$ cat src/acr_pkg.sv
// constants and types for the converter control and serial readout block
package acr_pkg;

  // system clock period
  localparam int CLK_PERIOD_NS = 20;

  // core power-up interval, least time
  localparam int PWRUP_TIME_NS = 1500;

  // successive-approximation conversion interval
  localparam int CONV_TIME_NS = 2300;

  // derived cycle counts, rounded up to whole cycles
  localparam int PWRUP_CYCLES = (PWRUP_TIME_NS + CLK_PERIOD_NS - 1) / CLK_PERIOD_NS;
  localparam int CONV_CYCLES  = (CONV_TIME_NS + CLK_PERIOD_NS - 1) / CLK_PERIOD_NS;

  // interval timer width and terminal values
  localparam int TMR_W = 7;
  localparam logic [TMR_W-1:0] PWRUP_LAST = TMR_W'(PWRUP_CYCLES - 1);
  localparam logic [TMR_W-1:0] CONV_LAST  = TMR_W'(CONV_CYCLES - 1);
  localparam logic [TMR_W-1:0] TMR_RST    = 7'h00;

  // result word layout
  localparam int RESULT_BITS = 10;
  localparam logic [RESULT_BITS-1:0] RESULT_RST = 10'h000;

  // serial bit counter
  localparam int BIT_CNT_W = 4;
  localparam logic [BIT_CNT_W-1:0] BIT_CNT_RST  = 4'h0;
  localparam logic [BIT_CNT_W-1:0] BIT_CNT_FULL = 4'hA;
  localparam logic [BIT_CNT_W-1:0] MSB_IDX      = 4'h9;

  // pin synchroniser reset levels; the start pin is low at power-on
  localparam logic CS_RST  = 1'b0;
  localparam logic SCK_RST = 1'b0;

  // core power states, one-hot
  typedef enum logic [3:0] {
    ST_OFF   = 4'h1,
    ST_PWRUP = 4'h2,
    ST_READY = 4'h4,
    ST_CONV  = 4'h8
  } acr_state_t;

endpackage : acr_pkg

$ cat src/acr_adc_ctrl.sv
// control and serial readout logic of a 10-bit successive-approximation converter
//
// Summary of operation
// - every rising edge of the start pin enables the serial output port
// - a read may start any time after the start pin rises
// - a read during conversion shifts out the previous result
// - new result waits until a running read has finished
// - conversion lasts 2.3 us from the falling start edge
// - start pin still low at conversion end powers the core down
// - powered-down core begins a 1.5 us power-up on a rising start edge
// - early falling edge waits out power-up, then converts; late edge converts at once
// - in auto power-down, result is stored on the same edge as the core powers down
// - serial port keeps working while the core is powered down
// - rising start edge clears the bit counter counting shift clocks
// - after ten bits further shift clock edges are ignored
// - each rising shift clock edge drives the next result bit
// - data output released on the falling edge of the tenth shift clock
// - nothing is shifted out before a rising start edge is seen
// - readout works with continuous or burst shift clock
// - falling start edge ends tracking, enters hold and starts conversion
// - result is straight binary, one code step per reference over 1024
// - after power-on the core sits powered down awaiting a rising edge
`timescale 1ns/1ns

module acr_adc_ctrl
  import acr_pkg::*;
(
  input  wire logic                   sys_clk,
  input  wire logic                   arst_n,
  input  wire logic                   conv_start_n,
  input  wire logic                   shift_clock,
  input  wire logic [RESULT_BITS-1:0] analog_code,
  output logic                        serial_data_out,
  output logic                        serial_data_oe,
  output logic                        core_powered,
  output logic                        core_hold,
  output logic                        read_active,
  output logic                        result_deferred,
  output logic [RESULT_BITS-1:0]      result_word
);

  // interval timer terminal test, shared by power-up and conversion
  function automatic logic tmr_hit(
    input logic [TMR_W-1:0] count,
    input logic [TMR_W-1:0] last
  );
    tmr_hit = (count == last);
  endfunction : tmr_hit

  // picks one result bit, counting from the most significant end
  function automatic logic pick_bit(
    input logic [RESULT_BITS-1:0] word,
    input logic [BIT_CNT_W-1:0]   sent
  );
    pick_bit = word[MSB_IDX - sent];
  endfunction : pick_bit

  logic                   cs_meta;
  logic                   cs_sync;
  logic                   cs_prev;
  logic                   sck_meta;
  logic                   sck_sync;
  logic                   sck_prev;
  logic                   cs_rise;
  logic                   cs_fall;
  logic                   sck_rise;
  logic                   sck_fall;
  acr_state_t             state;
  acr_state_t             next_state;
  logic [TMR_W-1:0]       tmr;
  logic                   fall_pend;
  logic                   conv_end;
  logic [RESULT_BITS-1:0] held_code;
  logic [RESULT_BITS-1:0] conv_word;
  logic                   result_pend;
  logic [RESULT_BITS-1:0] out_word;
  logic                   port_armed;
  logic [BIT_CNT_W-1:0]   bit_cnt;
  logic                   reading;
  logic                   load_out;

  // start pin synchroniser; the first stage feeds only the second
  // an edge reaches the control logic three sys_clk cycles after the pin moves,
  // so a start pulse is only seen if at least one rising sys_clk edge samples it
  always_ff @(posedge sys_clk or negedge arst_n) begin
    if (!arst_n) begin
      cs_meta <= CS_RST;
      cs_sync <= CS_RST;
      cs_prev <= CS_RST;
    end else begin
      cs_meta <= conv_start_n;
      cs_sync <= cs_meta;
      cs_prev <= cs_sync;
    end
  end

  // shift clock synchroniser; sampled, so its period must span several sys_clk
  always_ff @(posedge sys_clk or negedge arst_n) begin
    if (!arst_n) begin
      sck_meta <= SCK_RST;
      sck_sync <= SCK_RST;
      sck_prev <= SCK_RST;
    end else begin
      sck_meta <= shift_clock;
      sck_sync <= sck_meta;
      sck_prev <= sck_sync;
    end
  end

  // edge detection on the synchronised levels, so bursts need no free-running clock
  assign cs_rise  = cs_sync & ~cs_prev;
  assign cs_fall  = ~cs_sync & cs_prev;
  assign sck_rise = sck_sync & ~sck_prev;
  assign sck_fall = ~sck_sync & sck_prev;

  // conversion finishes on the last cycle of the conversion interval
  assign conv_end = (state == ST_CONV) && tmr_hit(tmr, CONV_LAST);

  // core power and conversion sequencing
  always_comb begin
    next_state = state;
    case (state)
      ST_OFF: begin
        if (cs_rise) begin
          next_state = ST_PWRUP;
        end
      end
      ST_PWRUP: begin
        if (tmr_hit(tmr, PWRUP_LAST)) begin
          if (fall_pend || cs_fall) begin
            next_state = ST_CONV;
          end else begin
            next_state = ST_READY;
          end
        end
      end
      ST_READY: begin
        if (cs_fall) begin
          next_state = ST_CONV;
        end
      end
      ST_CONV: begin
        if (conv_end) begin
          // pin level at the end decides the mode; it is the synchronised
          // level, so the host must settle the pin a few cycles ahead of the end
          if (cs_sync) begin
            next_state = ST_READY;
          end else begin
            next_state = ST_OFF;
          end
        end
      end
      default: begin
        next_state = ST_OFF;
      end
    endcase
  end

  // state register; reset stands for power-on, which leaves the core off
  always_ff @(posedge sys_clk or negedge arst_n) begin
    if (!arst_n) begin
      state <= ST_OFF;
    end else begin
      state <= next_state;
    end
  end

  // interval timer on sys_clk only, restarted on every state change
  // one timer serves both intervals; seven bits hold the longer one with room
  // a shift clock never touches it, so reads cannot stretch a conversion
  always_ff @(posedge sys_clk or negedge arst_n) begin
    if (!arst_n) begin
      tmr <= TMR_RST;
    end else if (next_state != state) begin
      tmr <= TMR_RST;
    end else if ((state == ST_PWRUP) || (state == ST_CONV)) begin
      tmr <= TMR_W'(tmr + 1'b1);
    end else begin
      tmr <= TMR_RST;
    end
  end

  // remembers a falling edge that came before power-up ran out
  // a fall on the very last power-up cycle is taken by the state logic itself
  always_ff @(posedge sys_clk or negedge arst_n) begin
    if (!arst_n) begin
      fall_pend <= 1'b0;
    end else if (state != ST_PWRUP) begin
      fall_pend <= 1'b0;
    end else if (cs_fall) begin
      fall_pend <= 1'b1;
    end
  end

  // hold: the input is captured as the conversion begins
  always_ff @(posedge sys_clk or negedge arst_n) begin
    if (!arst_n) begin
      held_code <= RESULT_RST;
    end else if ((next_state == ST_CONV) && (state != ST_CONV)) begin
      held_code <= analog_code;
    end
  end

  // finished result, coded straight binary as the core delivers it
  always_ff @(posedge sys_clk or negedge arst_n) begin
    if (!arst_n) begin
      conv_word <= RESULT_RST;
    end else if (conv_end) begin
      conv_word <= held_code;
    end
  end

  // a read is running from the first rising shift clock until the tenth fall;
  // the rising edge itself counts, otherwise a load in that very cycle would
  // send bit 9 of the old word and bits 8..0 of the new one
  assign reading  = port_armed && ((bit_cnt != BIT_CNT_RST) || sck_rise);
  assign load_out = result_pend && !reading;

  // deferred load flag; a new completion wins over the clearing load
  always_ff @(posedge sys_clk or negedge arst_n) begin
    if (!arst_n) begin
      result_pend <= 1'b0;
    end else if (conv_end) begin
      result_pend <= 1'b1;
    end else if (load_out) begin
      result_pend <= 1'b0;
    end
  end

  // output word changes only between reads, so a read never mixes results
  always_ff @(posedge sys_clk or negedge arst_n) begin
    if (!arst_n) begin
      out_word <= RESULT_RST;
    end else if (load_out) begin
      out_word <= conv_word;
    end
  end

  // port enable and bit counter; independent of core power state
  always_ff @(posedge sys_clk or negedge arst_n) begin
    if (!arst_n) begin
      port_armed <= 1'b0;
      bit_cnt    <= BIT_CNT_RST;
    end else if (cs_rise) begin
      port_armed <= 1'b1;
      bit_cnt    <= BIT_CNT_RST;
    end else if (port_armed && sck_rise && (bit_cnt != BIT_CNT_FULL)) begin
      bit_cnt <= BIT_CNT_W'(bit_cnt + 1'b1);
    end else if (port_armed && sck_fall && (bit_cnt == BIT_CNT_FULL)) begin
      port_armed <= 1'b0;
    end
  end

  // serial data pin; a rising start edge also cuts off a read left hanging
  always_ff @(posedge sys_clk or negedge arst_n) begin
    if (!arst_n) begin
      serial_data_out <= 1'b0;
      serial_data_oe  <= 1'b0;
    end else if (cs_rise) begin
      serial_data_out <= 1'b0;
      serial_data_oe  <= 1'b0;
    end else if (port_armed && sck_rise && (bit_cnt != BIT_CNT_FULL)) begin
      serial_data_out <= pick_bit(out_word, bit_cnt);
      serial_data_oe  <= 1'b1;
    end else if (port_armed && sck_fall && (bit_cnt == BIT_CNT_FULL)) begin
      serial_data_out <= 1'b0;
      serial_data_oe  <= 1'b0;
    end
  end

  // status flops: power, hold, read in progress, deferred load
  // power and hold come from next-cycle values and line up with the state; read and deferral flags register current values, one cycle late
  always_ff @(posedge sys_clk or negedge arst_n) begin
    if (!arst_n) begin
      core_powered    <= 1'b0;
      core_hold       <= 1'b0;
      read_active     <= 1'b0;
      result_deferred <= 1'b0;
    end else begin
      core_powered    <= (next_state != ST_OFF);
      core_hold       <= (next_state == ST_CONV);
      read_active     <= reading;
      result_deferred <= result_pend && reading;
    end
  end

  // visible copy of the word the port is shifting
  // one cycle behind the shift word; costs a register but keeps the output a flop
  always_ff @(posedge sys_clk or negedge arst_n) begin
    if (!arst_n) begin
      result_word <= RESULT_RST;
    end else begin
      result_word <= out_word;
    end
  end

endmodule : acr_adc_ctrl

$ cat config.mk
export PLATFORM = sky130hd
export DESIGN_NAME = acr_adc_ctrl
export DESIGN_NICKNAME = d
export VERILOG_FILES = /design/src/acr_pkg.sv /design/src/acr_adc_ctrl.sv
export SDC_FILE = /design/constraint.sdc
export NUM_CORES = 1
export LEC_CHECK = 0
export BUFFER_PORTS_ARGS = -buffer_cell sky130_fd_sc_hd__buf_2
export CORE_MARGIN = 5
export CORE_UTILIZATION = 25
export CTS_BUF_LIST = sky130_fd_sc_hd__clkbuf_4 sky130_fd_sc_hd__clkbuf_8
export DETAILED_ROUTE_END_ITERATION = 8
export SYNTH_ARGS = -nofsm -noshare
export SYNTH_HDL_FRONTEND = slang
export SYNTH_SLANG_ARGS = --single-unit
$ cat constraint.sdc
create_clock -name sys_clk -period 2.3 [get_ports sys_clk]
set_input_delay 0.46 -clock sys_clk [delete_from_list [all_inputs] [get_ports sys_clk]]
set_output_delay 0.46 -clock sys_clk [all_outputs]
set_load 0.03 [all_outputs]
# Word-level counts from Yosys, hierarchy flattened

Cells that the tools add are included.

Register bits: 70
Word-level logic and storage cells: 92
Bits of input ports: 14
Output and inout port bits: 16

Bitwise logic cells: 8
Reductions and logical operators: 20
Equal/unequal tests: 14
Add/subtract/negate cells: 3
Muxes and demuxes: 24
Order comparisons: 1

Operator list:

| kind                | number |
|---|---|
| $mux 4              | 7 |
| $pmux 4 s4          | 1 |
| $eq 7x7->1 const B  | 2 |
| $mux 7              | 2 |
| $eq 4x4->1 const B  | 3 |
| $mux 1              | 12 |
| $logic_and 1x1->1   | 9 |
| $ne 4x4->1 const B  | 2 |
| $reduce_bool 2->1   | 4 |
| $add 7x1->7 const B | 1 |
| $lt 4x5->1 const B  | 1 |
| $add 4x1->4 const B | 1 |
| $and 1x1->1         | 4 |
| $bmux 1 s4          | 1 |
| $eq 4x1->1 const B  | 1 |
| $eq 4x2->1 const B  | 1 |
| $eq 4x3->1 const B  | 1 |
| $ne 4x1->1 const B  | 1 |
| $ne 4x2->1 const B  | 1 |
| $ne 4x4->1          | 1 |
| $not 1->1           | 4 |
| $reduce_bool 4->1   | 1 |
| $sub 4x4->4 const A | 1 |
| $logic_or 1x1->1    | 3 |
| 5 further kinds     | 5 |

# Longest topological paths before layout

Gate-level depths: netlist (run 1).

Word-level depth: 8
Gate-level depth with buffers: 7
Mapped depth without buffers: 6

# Worst setup path after synthesis (run 1)

Ideal clock, no wire load.

Kind: reg2reg
From: register tmr[0]
To: register held_code[0]
Cell stages (with the launch flop): 7
Path buffers: 0
Data required time: 2175 ps
Path slack: 381 ps
Data arrival time: 1794 ps
Library setup time: 125 ps
Clock period less this slack: 1919 ps
Cell sequence: dfrtp_1 -> inv_1 -> ha_1 -> and3b_1 -> nand3_2 -> o31ai_4 -> mux2_2

Longest elaborated chain between the ends: 6
Elaborated cells on any way between the ends: 8
Those cells by class: 3 x eq/ne; 3 x mux; 2 x reduce/logical

Ends and longest elaborated chain:

| what                   | line                | RTL |
|---|---|---|
| from (decl)            | acr_adc_ctrl.sv:70  | `logic [TMR_W-1:0] tmr;` |
| from (signal assigned) | acr_adc_ctrl.sv:177 | `tmr <= TMR_W'(tmr + 1'b1);` |
| $eq 7x7->1             | acr_adc_ctrl.sv:47  | `tmr_hit = (count == last);` |
| $logic_and 1x1->1      | acr_adc_ctrl.sv:117 | `assign conv_end = (state == ST_CONV) && tmr_hit(tmr, CONV_LAST);` |
| $mux 4                 | acr_adc_ctrl.sv:143 | `if (conv_end) begin` |
| $pmux 4 s4 (*)         | acr_adc_ctrl.sv:122 | `case (state)` |
| $eq 4x4->1 (*)         | acr_adc_ctrl.sv:199 | `end else if ((next_state == ST_CONV) && (state != ST_CONV)) begin` |
| $logic_and 1x1->1 (*)  | acr_adc_ctrl.sv:199 |  |
| to (signal assigned)   | acr_adc_ctrl.sv:200 | `held_code <= analog_code;` |
| to (decl)              | acr_adc_ctrl.sv:73  | `logic [RESULT_BITS-1:0] held_code;` |

Every way passes the cells marked *; elsewhere a longest branch is shown, timed or not.
A chain may end at the register's enable or synchronous reset.

# Worst setup path after layout (run 1)

From: register bit_cnt[0]
To: register out_word[7]

Longest elaborated chain between the ends: 5

Ends and longest elaborated chain:

| what                   | line                | RTL |
|---|---|---|
| from (decl)            | acr_adc_ctrl.sv:78  | `logic [BIT_CNT_W-1:0] bit_cnt;` |
| from (signal assigned) | acr_adc_ctrl.sv:248 | `bit_cnt <= BIT_CNT_W'(bit_cnt + 1'b1);` |
| $reduce_bool 4->1      | acr_adc_ctrl.sv:216 | `assign reading = port_armed && ((bit_cnt != BIT_CNT_RST) \|\| sck_rise);` |
| $logic_or 1x1->1       | acr_adc_ctrl.sv:216 |  |
| $logic_and 1x1->1      | acr_adc_ctrl.sv:216 |  |
| named net reading      | acr_adc_ctrl.sv:79  | `logic reading;` |
| $logic_not 1->1        | acr_adc_ctrl.sv:217 | `assign load_out = result_pend && !reading;` |
| $logic_and 1x1->1      | acr_adc_ctrl.sv:217 |  |
| to (signal assigned)   | acr_adc_ctrl.sv:235 | `out_word <= conv_word;` |
| to (decl)              | acr_adc_ctrl.sv:76  | `logic [RESULT_BITS-1:0] out_word;` |

The timed path passes the listed nets, and every way through them passes these cells.

==> results of run 1 <==
==> cell type report <==
class	count	area share [%]
sequential	70	51.1
multi-input combinational	126	30.9
timing repair buffer	33	5.47
tap	143	5.21
clock buffer	11	4.05
clock inverter	5	2.44
inverter	8	0.875
==> per-layer routing <==
| metal | share of wire, % | global-route usage, % |
|---|---|---|
| met3 | 4.8 | 2.67 |
| met2 | 46 | 12.2 |
| met5 | 0 | 0 |
| met4 | 2.6 | 5.96 |
| met1 | 47 | 10.8 |
==> registers in the layout (all words and copies together), names as in the netlist, 4 cells and up <==
signal / flops
bit_cnt: 4
state: 4
result_word: 10
conv_word: 10
out_word: 10
held_code: 10
tmr: 7
==> cell families after synthesis <==
logic type                 share of synthesized area [%]
muxes                                               14.5
and+or+nand+nor                                     10.9
DFF                                                 61.4
adders and majority gates                           3.07
buffers and inverters                               1.36
xor gates and xnor gates                            2.76
AOI/OAI and AO/OA                                   5.97
==> path summary, 6_finish.rpt <==
kind | start | endpoint | slack, ps | cells past startpoint
min | arst_n | cs_meta | 30 | 1
max reg2reg | bit_cnt[0] | out_word[7] | 260 | 6
max | bit_cnt[0] | out_word[7] | 260 | 6
min in group sys_clk | conv_start_n | cs_meta | 230 | 1
max in group asynchronous | arst_n | state[0] | 1650 | 2
min reg2reg | cs_meta | cs_sync | 350 | 0
==> cells in the final DEF, fill, tap and decap left out, types with 2 or more instances in the layout <==
cell | synthesis | routed
nand2b_1 | 3 | 3
bufinv_16 | 0 | 2
nor2_1 | 19 | 19
clkinvlp_4 | 0 | 2
nand3b_1 | 3 | 3
xnor2_1 | 7 | 7
xor2_1 | 2 | 2
clkbuf_8 | 0 | 9
o22a_1 | 2 | 2
nor2b_1 | 5 | 5
clkbuf_4 | 0 | 2
and2_1 | 2 | 2
a211o_1 | 2 | 2
nand2_1 | 6 | 6
ha_1 | 7 | 7
inv_1 | 8 | 8
dfrtp_1 | 69 | 69
nand3_1 | 3 | 3
buf_4 | 0 | 3
mux4_2 | 2 | 2
a21oi_1 | 5 | 5
buf_2 | 1 | 29
or3_1 | 2 | 2
mux2_2 | 31 | 31
mux2i_1 | 2 | 2
a211oi_1 | 2 | 2
==> power by group <==
| group | switching [µW] | leakage [µW] | internal, µW | total (µW) |
|---|---|---|---|---|
| combinational | 116 | 0.000596 | 75.4 | 191 |
| sequential | 37.5 | 0.000946 | 1260 | 1300 |
| clock | 445 | 0.000107 | 636 | 1080 |
==> per-stage QoR <==
| stage | instance area (µm²) | setup WS, ps | std cells |
|---|---|---|---|
| finish | 3430 | 259 | 396 |
| global route | 3430 | 92.4 | 396 |
| CTS | 3430 | 237 | 396 |
| detailed placement | 3210 | 250 | 380 |
| global placement | 3210 | 292 | 380 |
| floorplan | 2850 | 381 | 206 |
==> summary.txt, run 1 <==
Final Hold Viols - 0
CP Data Required Time - 2530 ps
Seq. cell area - 0.00175 mm²
#FFs+latches synth - 70
crit-path cells - inv_1 > ha_1 > inv_1 > o41a_1 > nand2b_1 > mux2_2
nets - 269
share of layout cells above drive strength 1 - 35.2%
Num CTS Buffers - 9
largest net degree at the start of global routing - 41
vias in the first global route - 1765
area delta synth->final - 20.4%
RSZ-0062 raised after global routing - false
synth cell count leaders - dfrtp_1 (69), mux2_2 (31), nor2_1 (19)
Seq/Total Area, Yosys - 61.4%
CTS tree - done
Worst slew margin - 65.7%
Max-Cap Viols - 0
Detailed Routing Iterations Pass 1 - 4
crit-path most repeated cell - inv_1
drt total wl - 5.20 mm
placed wire-length estimate - 3.74 mm
Final ANT Viol Nets - 0
Crit Path Category - flip-flop to flip-flop
status - complete, no violations
multi-input gate area in the final layout - 0.00106 mm²
Core ar. - 0.0113 mm²
Mapped Cells - 206
vias per cell - 4.31
Layout fillers - 1158
top-count cell post-synth - dfrtp_1
synthesized area per cell - 13.8 µm²
skew final - 8.57 ps
yosys warns - 0
Pwr Density - 750 mW/mm²
total number of vias - 1705
post-cts gate resize count - 0
Mapped Area - 0.00285 mm²
Max clock buf depth - 2
EDFF count, synth - 0
Clock Latency Late Sink - 340 ps
Achievable Freq - 490 MHz
first-pass GRT wire length - 8.72 mm
Final Power - 2570 µW
clock slew at reported path FFs - 70 ps
Worst setup EP type - flip-flop
Area contributors post-synth - dfrtp_1 (61%), mux2_2 (12%), ha_1 (3.1%)
post-synthesis cell type count - 44
LEAKAGE - 0.00165 µW
clk root buf - clkbuf_8
Initial DRC Count - 53
Mapped Nets - 227
I/O pin count - 30
Synth area leader - dfrtp_1
WHS - 31.3 ps
Tmin final - 2040 ps
chip height - 117 µm
WL per Instance - 13.1 µm
Post-synth ARST share - 100%
Top delay family on crit path - flip-flops
Residual DRC - 0
setup TNS - 0 ps
total global-route track usage - 8.50%
DIE AREA - 0.0136 mm²
worst slew pin tran - 508 ps
fin. max-slew vios - 0
critical path's slowest cell - dfrtp_1
worst min-delay path class - input pin to async pin
Peak VDD IR - 0.236 mV
Site Rows - 39
critical path fanouts, max - 10
GRT Residual Overflow - 0
antenna violations before repair - 0
post-layout util - 30.3%
CTS sink cnt - 70
cts hold-fix bufs - 0
Worst setup SP type - flip-flop
endpoints failing setup - 0
Chip Width - 117 µm
period utilisation layout - 88.7%
Synth Flop Type - dfrtp_1
WP data arrival - 2270 ps
H-tree Lvls - 3
antenna cells - 0
CP max stage delay - 470 ps
WP buf/inv - 2
Initial Utilization - 25.2%
RePlAce Congestion - 0.806
postcts setup bufs - 0
post-synth top area share - 60.5%
port bufs - 29
(Power assumes the default switching activity.)
==> run 2: changes to the inputs <==
Settings changed: CORE_UTILIZATION 25 to 55, PLACE_DENSITY from default to 0.75.
==> summary.txt, run 2 (synthesis results as in run 1) <==
first-pass GRT wire length - 8.40 mm (-3.6%)
Pwr Density - 802 mW/mm² (+7.0%)
WHS - 100 ps (+69.2 ps)
CTS sink cnt - 70 (unchanged)
Tmin final - 2070 ps (+29.8 ps)
Clock Latency Late Sink - 350 ps (about the same)
drt total wl - 4.81 mm (-7.4%)
Worst setup EP type - flip-flop
Chip Width - 82.0 µm (-30%)
Max-Cap Viols - 0 (unchanged)
vias in the first global route - 1749 (-0.91%)
share of layout cells above drive strength 1 - 34.7% (-0.52 points)
status - complete, no violations
worst slew pin tran - 572 ps (+63.6 ps)
Achievable Freq - 483 MHz (-1.4%)
H-tree Lvls - 3 (unchanged)
Worst slew margin - 61.9% (-3.8 points)
period utilisation layout - 90.0% (+1.3 points)
nets - 268 (-0.37%)
clk root buf - clkbuf_8
postcts setup bufs - 0 (unchanged)
endpoints failing setup - 0 (unchanged)
Top delay family on crit path - flip-flops
CP max stage delay - 470 ps (about the same)
post-cts gate resize count - 0 (unchanged)
met3 routed WL - 239 µm (-4.0%)
CP Data Required Time - 2530 ps (about the same)
critical path's slowest cell - dfrtp_1
most frequent cells in the layout - dfrtp_1 (69), mux2_2 (31), buf_2 (29)
max layer used - met4
Initial DRC Count - 101 (+91%)
Initial Utilization - 56.2% (+31 points)
worst setup margin - 229 ps (-29.8 ps)
Final Hold Viols - 0 (unchanged)
critical path fanouts, max - 10 (unchanged)
dpl ws - 208 ps (-41.8 ps)
LEAKAGE - 0.00166 µW (+0.68%)
Final Cell Area - 0.00336 mm² (-2.2%)
chip height - 82.0 µm (-30%)
Site Rows - 26 (-33%)
met2 routed WL - 2.35 mm (-1.1%)
placed cell areas - 0.00311 mm² (-3.1%)
Worst setup SP type - flip-flop
GRT Residual Overflow - 0 (unchanged)
WP data arrival - 2300 ps (+30 ps)
setup TNS - 0 ps (unchanged)
total number of vias - 1680 (-1.5%)
Crit Path Category - flip-flop to flip-flop
vias per cell - 5.23 (+22%)
DIE AREA - 0.00673 mm² (-51%)
worst min-delay path class - input pin to async pin
I/O pin count - 30 (unchanged)
Met1 Wirelength - 2.15 mm (-12%)
crit-path cells - inv_1 > ha_1 > inv_1 > o41a_1 > nand2b_1 > mux2_2
Residual DRC - 0 (unchanged)
RSZ-0062 raised after global routing - false
Max clock buf depth - 2 (unchanged)
antenna cells - 0 (unchanged)
port bufs - 29 (unchanged)
antenna violations before repair - 0 (unchanged)
RePlAce Congestion - 0.799 (-0.93%)
Core ar. - 0.00507 mm² (-55%)
cts hold-fix bufs - 0 (unchanged)
skew final - 6.55 ps (-2.01 ps)
leading cell type in the layout, fill and taps excluded - dfrtp_1
WL per Instance - 15.0 µm (+14%)
clock slew at reported path FFs - 70 ps (about the same)
largest net degree at the start of global routing - 48 (+17%)
area delta synth->final - 17.7%
CTS tree - done
Peak VDD IR - 0.394 mV (+67%)
crit-path most repeated cell - inv_1
Detailed Routing Iterations Pass 1 - 4 (unchanged)
Final ANT Viol Nets - 0 (unchanged)
placed wire-length estimate - 3.27 mm (-13%)
total global-route track usage - 17.2% (+8.7 points)
fin. max-slew vios - 0 (unchanged)
Num CTS Buffers - 9 (unchanged)
WP buf/inv - 2 (unchanged)
[run 2: path summary, 6_finish.rpt]
check / slack [ps] / end / depth (start not counted) / startpoint
setup / recovery: 230 / out_word[8] / 6 / bit_cnt[0]
hold / removal: 100 / state[1] / 1 / arst_n
setup reg to reg: 230 / out_word[8] / 6 / bit_cnt[0]
hold reg to reg: 350 / cs_sync / 0 / cs_meta
max in group asynchronous: 1570 / held_code[3] / 2 / arst_n
min in group sys_clk: 220 / cs_meta / 1 / conv_start_n
[run 2: power by group]
group          internal (µW)  switching (µW)
registers               1260            34.3
logic                   74.1             115
clock network            747             459
[run 2: area by class of cell]
cell class                      count  area [µm²]
Fill cell                         402        1720
Timing Repair Buffer               32         180
Clock inverter                      5         108
Tap cell                           70        87.6
Sequential cell                    70        1750
Clock buffer                       10         138
Inverter                            8        30.0
Multi-Input combinational cell    126        1060
[run 2: layer usage]
| metal | track usage (%) | vias to the layer above |
|---|---|---|
| met1 | 21.4 | 826 |
| li1 | - | 807 |
| met3 | 5.59 | 10 |
| met2 | 26.7 | 37 |
| met5 | 0 | - |
| met4 | 8.97 | 0 |
[run 2: stage by stage]
stage          util, %  instances  total power [µW]
2_1_floorplan        -        206              1430
3_3_place_gp      61.3        306              1510
3_5_place_dp      61.3        306              1510
4_1_cts           66.1        321              2720
5_1_grt           66.1        321              2800
6_report          66.1        321              2690
